`src/inc/pixcv_regs.svh`:
```
// Constants for the pixel input conversion block
// Overview of operation
// - Mode field bits 4,1,0; zero means idle
// - Code 001 converts YUV pixels to RGB
// - Code 010 converts delta-YUV pixels to RGB
// - Code 011 stores 16-bit pixels unchanged
// - Code 111 stores two 8-bit pixels per word
// - Counter loads width times height at start
// - Counter decrements once per accepted entry word
// - Counter zero clears mode bits to normal
// - Reset clears whole mode register to zero
// - Change mode only while in normal mode; writes during a run are still taken
// - Swap bit exchanges bytes in active modes
`ifndef PIXCV_REGS_SVH
`define PIXCV_REGS_SVH
`define PIXCV_MODE_BIT2_POS 4
`define PIXCV_SWAP_POS 2
`define PIXCV_MODE_BIT1_POS 1
`define PIXCV_MODE_BIT0_POS 0
`define PIXCV_MODE_REG_RESET 16'h0000
`define PIXCV_DATA_W 16
`define PIXCV_SIZE_W 10
`define PIXCV_BUF_DEPTH 2
`endif

```
`src/inc/pixcv_pkg.sv`:
```
// Types for the pixel input conversion block
package pixcv_pkg;
   typedef enum logic [2:0] {
      PIXCV_NORMAL = 3'h0,
      PIXCV_YUV = 3'h1,
      PIXCV_DYUV = 3'h2,
      PIXCV_PASS16 = 3'h3,
      PIXCV_PRE8 = 3'h4,
      PIXCV_BAD5 = 3'h5,
      PIXCV_BAD6 = 3'h6,
      PIXCV_PASS8 = 3'h7
   } pixcv_mode_t;

   typedef enum logic [1:0] {
      PIXCV_IDLE = 2'h1,
      PIXCV_RUN = 2'h2
   } pixcv_state_t;
endpackage : pixcv_pkg

```
`src/rtl/pixcv_buf.sv`:
```
// Small valid/ready buffer between entry port and memory side
`timescale 1ns/1ps
module pixcv_buf #(
   parameter int WIDTH = 19,
   parameter int DEPTH = 2
) (
   input wire logic sys_clk_i,
   input wire logic rst_i,
   input wire logic in_valid_i,
   output logic in_ready_o,
   input wire logic [WIDTH-1:0] in_data_i,
   output logic out_valid_o,
   input wire logic out_ready_i,
   output logic [WIDTH-1:0] out_data_o
);
   localparam int PW = (DEPTH > 1) ? $clog2(DEPTH) : 1;
   localparam logic [PW:0] DEPTH_C = (PW + 1)'(DEPTH);
   localparam logic [PW-1:0] LAST_C = PW'(DEPTH - 1);

   logic [WIDTH-1:0] mem [DEPTH];
   logic [PW-1:0] wptr_reg;
   logic [PW-1:0] rptr_reg;
   logic [PW:0] fill_reg;
   wire push_w = in_valid_i && in_ready_o;
   wire pop_w = out_valid_o && out_ready_i;

   assign in_ready_o = (fill_reg != DEPTH_C);
   assign out_valid_o = (fill_reg != '0);
   assign out_data_o = mem[rptr_reg];

   always_ff @(posedge sys_clk_i) begin
      if (push_w) begin
         mem[wptr_reg] <= in_data_i;
      end
   end

   always_ff @(posedge sys_clk_i or posedge rst_i) begin
      if (rst_i) begin
         wptr_reg <= '0;
         rptr_reg <= '0;
         fill_reg <= '0;
      end else begin
         if (push_w) begin
            wptr_reg <= (wptr_reg == LAST_C) ? '0 : wptr_reg + 1'b1;
         end
         if (pop_w) begin
            rptr_reg <= (rptr_reg == LAST_C) ? '0 : rptr_reg + 1'b1;
         end
         if (push_w && !pop_w) begin
            fill_reg <= fill_reg + 1'b1;
         end else if (pop_w && !push_w) begin
            fill_reg <= fill_reg - 1'b1;
         end
      end
   end
endmodule : pixcv_buf

```
`src/rtl/pixcv_top.sv`:
```
// Pixel input conversion mode control and entry data path
`timescale 1ns/1ps
`include "pixcv_regs.svh"
module pixcv_top #(
   parameter int DATA_W = `PIXCV_DATA_W,
   parameter int SIZE_W = `PIXCV_SIZE_W,
   parameter int BUF_DEPTH = `PIXCV_BUF_DEPTH
) (
   input wire logic sys_clk_i,
   input wire logic rst_i,
   // Mode register write and read back
   input wire logic conv_mode_wr_i,
   input wire logic [15:0] conv_mode_wdata_i,
   output logic [15:0] conversion_mode_register_o,
   // Image size register fields
   input wire logic [SIZE_W-1:0] image_width_value_i,
   input wire logic [SIZE_W-1:0] image_height_value_i,
   // Image entry port
   input wire logic image_entry_port_valid_i,
   output logic image_entry_port_ready_o,
   input wire logic [DATA_W-1:0] image_entry_port_data_i,
   // Towards graphics memory
   output logic graphics_memory_valid_o,
   input wire logic graphics_memory_ready_i,
   output logic [DATA_W-1:0] graphics_memory_data_o,
   output logic [2:0] graphics_memory_fmt_o,
   // Status
   output logic conv_busy_o,
   output logic chip_select_zero_path_block_o,
   output logic [2*SIZE_W-1:0] pixel_count_o
);
   localparam int CNT_W = 2 * SIZE_W;
   localparam int BUF_W = DATA_W + 3;

   //----------------------------------------------------------------
   // Mode register
   //----------------------------------------------------------------
   logic conv_mode_bit2_reg;
   logic conv_mode_bit1_reg;
   logic conv_mode_bit0_reg;
   logic entry_byte_swap_reg;
   logic [CNT_W-1:0] pix_cnt_reg;
   pixcv_pkg::pixcv_state_t state_reg;
   pixcv_pkg::pixcv_state_t state_next;

   wire [2:0] wr_code_w = {conv_mode_wdata_i[`PIXCV_MODE_BIT2_POS],
                           conv_mode_wdata_i[`PIXCV_MODE_BIT1_POS],
                           conv_mode_wdata_i[`PIXCV_MODE_BIT0_POS]};
   wire [2:0] cur_code_w = {conv_mode_bit2_reg, conv_mode_bit1_reg, conv_mode_bit0_reg};
   pixcv_pkg::pixcv_mode_t cur_mode_w;
   assign cur_mode_w = pixcv_pkg::pixcv_mode_t'(cur_code_w);

   // Only four codes move data; idle, staging and forbidden codes do not
   function automatic logic code_active(input logic [2:0] code);
      logic act;
      act = 1'b0;
      case (pixcv_pkg::pixcv_mode_t'(code))
         pixcv_pkg::PIXCV_YUV: act = 1'b1;
         pixcv_pkg::PIXCV_DYUV: act = 1'b1;
         pixcv_pkg::PIXCV_PASS16: act = 1'b1;
         pixcv_pkg::PIXCV_PASS8: act = 1'b1;
         default: act = 1'b0;
      endcase
      return act;
   endfunction : code_active

   //----------------------------------------------------------------
   // Write decode
   //----------------------------------------------------------------
   wire wr_active_w = code_active(wr_code_w);
   wire running_w = (state_reg == pixcv_pkg::PIXCV_RUN);
   // Active code loads the count; any other code stops a run
   wire wr_load_w = conv_mode_wr_i && wr_active_w;
   wire wr_stop_w = conv_mode_wr_i && !wr_active_w;

   //----------------------------------------------------------------
   // Entry path selection
   //----------------------------------------------------------------
   // Words count down as they are taken, not as memory drains
   logic buf_in_ready;
   wire accept_w = running_w && image_entry_port_valid_i && buf_in_ready;
   wire last_pix_w = accept_w && (pix_cnt_reg == CNT_W'(1));
   wire zero_cnt_w = running_w && (pix_cnt_reg == '0);
   wire done_w = last_pix_w || zero_cnt_w;
   // Size inputs only matter on the load write
   wire [CNT_W-1:0] total_w = CNT_W'(image_width_value_i * image_height_value_i);

   // In normal mode words are taken and dropped so the host never hangs
   assign image_entry_port_ready_o = running_w ? buf_in_ready : 1'b1;

   // Byte exchange of each entry word when enabled
   logic [DATA_W-1:0] swapped_w;
   genvar gi;
   generate
      for (gi = 0; gi < DATA_W / 8; gi++) begin : g_lane
         assign swapped_w[gi*8 +: 8] = image_entry_port_data_i[(DATA_W/8-1-gi)*8 +: 8];
      end
   endgenerate
   wire [DATA_W-1:0] entry_word_w = (entry_byte_swap_reg && running_w) ?
                                    swapped_w : image_entry_port_data_i;

   //----------------------------------------------------------------
   // Format tag
   //----------------------------------------------------------------
   // Format tag steers the colour stage downstream: YUV and delta-YUV get
   // converted to RGB, pass-through codes keep the word as is.
   wire [2:0] fmt_w = cur_mode_w;
   wire [BUF_W-1:0] buf_in_w = {fmt_w, entry_word_w};
   logic [BUF_W-1:0] buf_out;

   //----------------------------------------------------------------
   // State machine
   //----------------------------------------------------------------
   // Idle until an active code is written
   always_comb begin
      state_next = state_reg;
      case (state_reg)
         pixcv_pkg::PIXCV_IDLE: begin
            if (wr_load_w) begin
               state_next = pixcv_pkg::PIXCV_RUN;
            end
         end
         pixcv_pkg::PIXCV_RUN: begin
            // A host rewrite outranks the end of count
            if (wr_stop_w) begin
               state_next = pixcv_pkg::PIXCV_IDLE;
            end else if (wr_load_w) begin
               state_next = pixcv_pkg::PIXCV_RUN;
            end else if (done_w) begin
               state_next = pixcv_pkg::PIXCV_IDLE;
            end
         end
         default: begin
            state_next = pixcv_pkg::PIXCV_IDLE;
         end
      endcase
   end

   always_ff @(posedge sys_clk_i or posedge rst_i) begin
      if (rst_i) begin
         state_reg <= pixcv_pkg::PIXCV_IDLE;
      end else begin
         state_reg <= state_next;
      end
   end

   //----------------------------------------------------------------
   // Mode bits
   //----------------------------------------------------------------
   // Rewriting an active code during a run reloads the count; result is left to the host
   always_ff @(posedge sys_clk_i or posedge rst_i) begin
      if (rst_i) begin
         conv_mode_bit2_reg <= 1'b0;
         conv_mode_bit1_reg <= 1'b0;
         conv_mode_bit0_reg <= 1'b0;
         entry_byte_swap_reg <= 1'b0;
      end else if (conv_mode_wr_i) begin
         conv_mode_bit2_reg <= wr_code_w[2];
         conv_mode_bit1_reg <= wr_code_w[1];
         conv_mode_bit0_reg <= wr_code_w[0];
         entry_byte_swap_reg <= conv_mode_wdata_i[`PIXCV_SWAP_POS];
      end else if (done_w) begin
         // Swap bit survives the self-clear
         conv_mode_bit2_reg <= 1'b0;
         conv_mode_bit1_reg <= 1'b0;
         conv_mode_bit0_reg <= 1'b0;
      end
   end

   //----------------------------------------------------------------
   // Pixel counter
   //----------------------------------------------------------------
   // In 8-bit pass-through one word is one count, width holds words
   // Count rests at zero; a zero product ends the run on the next edge
   always_ff @(posedge sys_clk_i or posedge rst_i) begin
      if (rst_i) begin
         pix_cnt_reg <= '0;
      end else if (wr_load_w) begin
         pix_cnt_reg <= total_w;
      end else if (accept_w && (pix_cnt_reg != '0)) begin
         pix_cnt_reg <= pix_cnt_reg - CNT_W'(1);
      end
   end

   //----------------------------------------------------------------
   // Buffer towards graphics memory
   //----------------------------------------------------------------
   // Two entries keep every taken word through a memory stall
   pixcv_buf #(
      .WIDTH(BUF_W),
      .DEPTH(BUF_DEPTH)
   ) u_buf (
      .sys_clk_i(sys_clk_i),
      .rst_i(rst_i),
      .in_valid_i(accept_w),
      .in_ready_o(buf_in_ready),
      .in_data_i(buf_in_w),
      .out_valid_o(graphics_memory_valid_o),
      .out_ready_i(graphics_memory_ready_i),
      .out_data_o(buf_out)
   );

   assign graphics_memory_data_o = buf_out[DATA_W-1:0];
   assign graphics_memory_fmt_o = buf_out[BUF_W-1:DATA_W];

   //----------------------------------------------------------------
   // Readback
   //----------------------------------------------------------------
   always_comb begin
      conversion_mode_register_o = `PIXCV_MODE_REG_RESET;
      conversion_mode_register_o[`PIXCV_MODE_BIT2_POS] = conv_mode_bit2_reg;
      conversion_mode_register_o[`PIXCV_SWAP_POS] = entry_byte_swap_reg;
      conversion_mode_register_o[`PIXCV_MODE_BIT1_POS] = conv_mode_bit1_reg;
      conversion_mode_register_o[`PIXCV_MODE_BIT0_POS] = conv_mode_bit0_reg;
   end

   //----------------------------------------------------------------
   // Status
   //----------------------------------------------------------------
   // Memory path stays blocked until the buffer drains
   assign conv_busy_o = running_w;
   assign chip_select_zero_path_block_o = running_w || graphics_memory_valid_o;
   assign pixel_count_o = pix_cnt_reg;
endmodule : pixcv_top

```
`config.mk`:
```
export PLATFORM = sky130hd
export DESIGN_NAME = pixcv_top
export DESIGN_NICKNAME = d
export VERILOG_FILES = /design/src/inc/pixcv_pkg.sv /design/src/rtl/pixcv_buf.sv /design/src/rtl/pixcv_top.sv
export VERILOG_INCLUDE_DIRS = /design/src /design/src/inc
export SDC_FILE = /design/constraint.sdc
export NUM_CORES = 1
export LEC_CHECK = 0
export ABC_AREA = 0
export BUFFER_PORTS_ARGS = -buffer_cell sky130_fd_sc_hd__buf_2
export CAP_MARGIN = 10
export CORE_MARGIN = 5
export CORE_UTILIZATION = 35
export CTS_BUF_LIST = sky130_fd_sc_hd__clkbuf_8
export DETAILED_ROUTE_END_ITERATION = 8
export SETUP_SLACK_MARGIN = 0.15
export SLEW_MARGIN = 10
export SYNTH_ARGS = -nofsm -noshare
export SYNTH_HDL_FRONTEND = slang
export SYNTH_SLANG_ARGS = --single-unit
```
`constraint.sdc`:
```
create_clock -name sys_clk_i -period 2.8 [get_ports sys_clk_i]
set_input_delay 0.28 -clock sys_clk_i [delete_from_list [all_inputs] [get_ports sys_clk_i]]
set_output_delay 0.28 -clock sys_clk_i [all_outputs]
set_load 0.01 [all_outputs]
```
==> metrics.txt <==
worst-margin pin slew=slightly below 1000 ps; area delta synth->final=34.8%; Synth Cell Area=6780 sq um; Worst Hold Class=in2async; Worst IR Drop VDD=0.686 mV; vias in the first global route=around 5600; Initial Utilization=about a third; violated checks=negative setup slack; largest net degree at the start of global routing=31; Clock Latency Late Sink=approximately 350 ps; Cell Pwr Density=approximately 970 nW/um^2; RSZ-0062 raised after global routing=yes; fmax=0.236 GHz; via count=between 5000 and 6000; outcome=finished, violations left; via/cell ratio=4.77; design area=9140 sq um; warnings from Yosys=0; die height=around 150 microns; Routed Wire Length=16200 microns; CTS root buffer=clkbuf_8; core area=19300 sq um; Avg Inst Size Synth=a little over 10 sq um; Slew HR=a little over a third; max_cap viols=0; crit end category=register; Clk pin slew, worst setup/hold paths=around 80 ps; worst clock skew=roughly 15 ps; drt first pass iters=4; synthesis-stage register bit count=between 60 and 70; dpl cells=1082; first-pass GRT wire length=between 20000 and 30000 microns; H-tree Lvls=3; Cell Area, Placed=between 8000 and 9000 sq um; final antenna diode count=0; HPWL after DPL=13000 microns; Gate Count Post-Synth=approximately 660; antenna violations before repair=0; Seq/Total Area, Yosys=roughly 28%; gpl congestion=just under 0.8; most frequent cells in the layout=buf_4 (90), buf_2 (78), and2_1 (61), inv_1 (61), fa_1 (54); crit path time final=around 4200 ps; Max Slew Vio Count=0; # IOs=between 100 and 150; Avg WL per Cell=around 15 microns; Final ANT Viol Nets=0; share of layout cells above drive strength 1=about two fifths; crit-path max FO=3; Final Instance Count excl. Fillers=1113; Largest Register=u_buf.mem; CP arrival=4470 ps; Largest register FFs=38; Req. time, crit path=~3000 ps; setup slack after layout=-1430 ps; deepest clock path buffer count=2; Worst Setup Start Kind=input pin; Synth Flop Type=edfxtp_1; hold_buf cts=0; FFs w/ async S/R, synth=between 40 and 50%; WS Path Type=in2reg; IO Port Bufs=91; die width=149 microns; CTS tree=done; Fin. Hold Viols=0; fin crit share=151%; Leak=4.20 nW; FP Rows=between 50 and 60; DRC Markers=0; Setup Viol. Count Final=15; die area=~22000 sq um; library cells used by synthesis=57; most common cell after layout, fill and taps aside=buf_4; 1st-iter DRT viols=between 200 and 250; Clock Sinks=68; total track usage=about 15%; nets=between 1000 and 1500; EDFF count, synth=38; GRT overflow=0; CTS buffer count=9
-- cells by family (layout without fill, tap and decap cells) --
logic type	Yosys count	in the layout	share of synthesized area, %
and+or+nand+nor	199	199	15.9
adders and majority gates	122	122	29.4
buffers and inverters	107	287	6.94
AOI/OAI and AO/OA	85	85	8.67
DFF	68	68	27.9
muxes	41	41	6.72
xor gates and xnor gates	34	34	4.39
other	1	12	0.0553
-- routing by layer --
layer	GRT usage, %	share of wire (%)	vias to the layer above
met5	0	0	-
met4	2.47	0.83	0
met3	2.77	3.7	11
met2	25.4	50	75
met1	21.1	46	2653
li1	-	-	2567
-- worst max-delay path, cell delays in order --
cell,delay (ps)
buf_6,100
and2_4,150
fa_2,390
fa_1,530
inv_1,50
fa_1,470
inv_1,40
fa_1,470
inv_1,50
fa_1,490
inv_2,50
ha_4,210
a21o_1,200
a2111oi_4,330
nor3_1,70
or3_1,360
xnor2_1,150
mux2i_1,80
-- where the power goes --
part | switching [mW] | internal, mW | total [mW]
sequential | 0.275 | 1.28 | 1.55
clock | 0.385 | 0.408 | 0.793
combinational | 3.09 | 3.45 | 6.54
total | 3.75 | 5.14 | 8.89
-- cell type report --
| cell class | count | area (sq um) |
|---|---|---|
| clock buffers | 9 | 124 |
| clock inverters | 7 | 67.6 |
| fillers | 1858 | 10100 |
| inverters | 69 | 259 |
| multi-input cells | 493 | 4970 |
| flip-flops and latches | 68 | 1890 |
| well taps | 265 | 332 |
| repair buffers | 202 | 1490 |
-- synth_stat cells, types with 3 or more instances --
library cell	n	area (sq um)
inv_1	69	259
and2_1	66	413
nand2_1	64	240
fa_1	62	1240
ha_1	60	751
edfxtp_1	38	1140
mux2_2	36	405
dfrtp_1	29	726
xnor2_1	24	210
o21ai_0	22	110
clkbuf_1	20	75.1
nor2_1	20	75.1
buf_4	16	120
a21oi_1	13	65.1
xor2_1	10	87.6
a21o_1	8	60.1
nand3_1	8	40.0
nor3_1	8	40.0
and3_1	7	43.8
o211ai_1	6	45.0
a22o_1	5	43.8
a31oi_1	5	31.3
mux2i_1	5	50.1
nor4_1	4	25.0
or3_1	4	25.0
a31o_2	3	26.3
nand4_1	3	18.8
-- metrics by stage --
stage	power [mW]	utilization, %	worst slack (ps)	setup TNS (ps)	hold slack (ps)
2_1_floorplan	5.01	-	-1950	-22550	370
3_3_place_gp	6.81	42.9	-2000	-26680	387
3_5_place_dp	6.85	42.9	-2010	-27080	393
4_1_cts	8.86	47.1	-1430	-17410	11.2
5_1_grt	9.71	47.4	-1620	-20410	49.0
6_report	8.89	47.4	-1430	-18120	5.16
-- path summary, 6_finish.rpt --
check                                         from  cells past startpoint  slack (ps)             endpoint
max                        image_height_value_i[6]                     18       -1430    pixel_count_o[15]
max reg2reg                       pixel_count_o[8]                      5         480     pixel_count_o[9]
min in group sys_clk_i        conv_mode_wdata_i[2]                      2         170  entry_byte_swap_reg
min reg2reg                         u_buf.wptr_reg                      1         510       u_buf.wptr_reg
min                                          rst_i                      3           5  entry_byte_swap_reg
max in group asynchronous                    rst_i                      3        2460         state_reg[0]
-- timing repair --
action                                  CTS  global route
buffers inserted                         10             5
pin swaps                                66            24
resized for setup                       129            10
endpoints found under the setup margin   16            16
(Power assumes the default switching activity.)
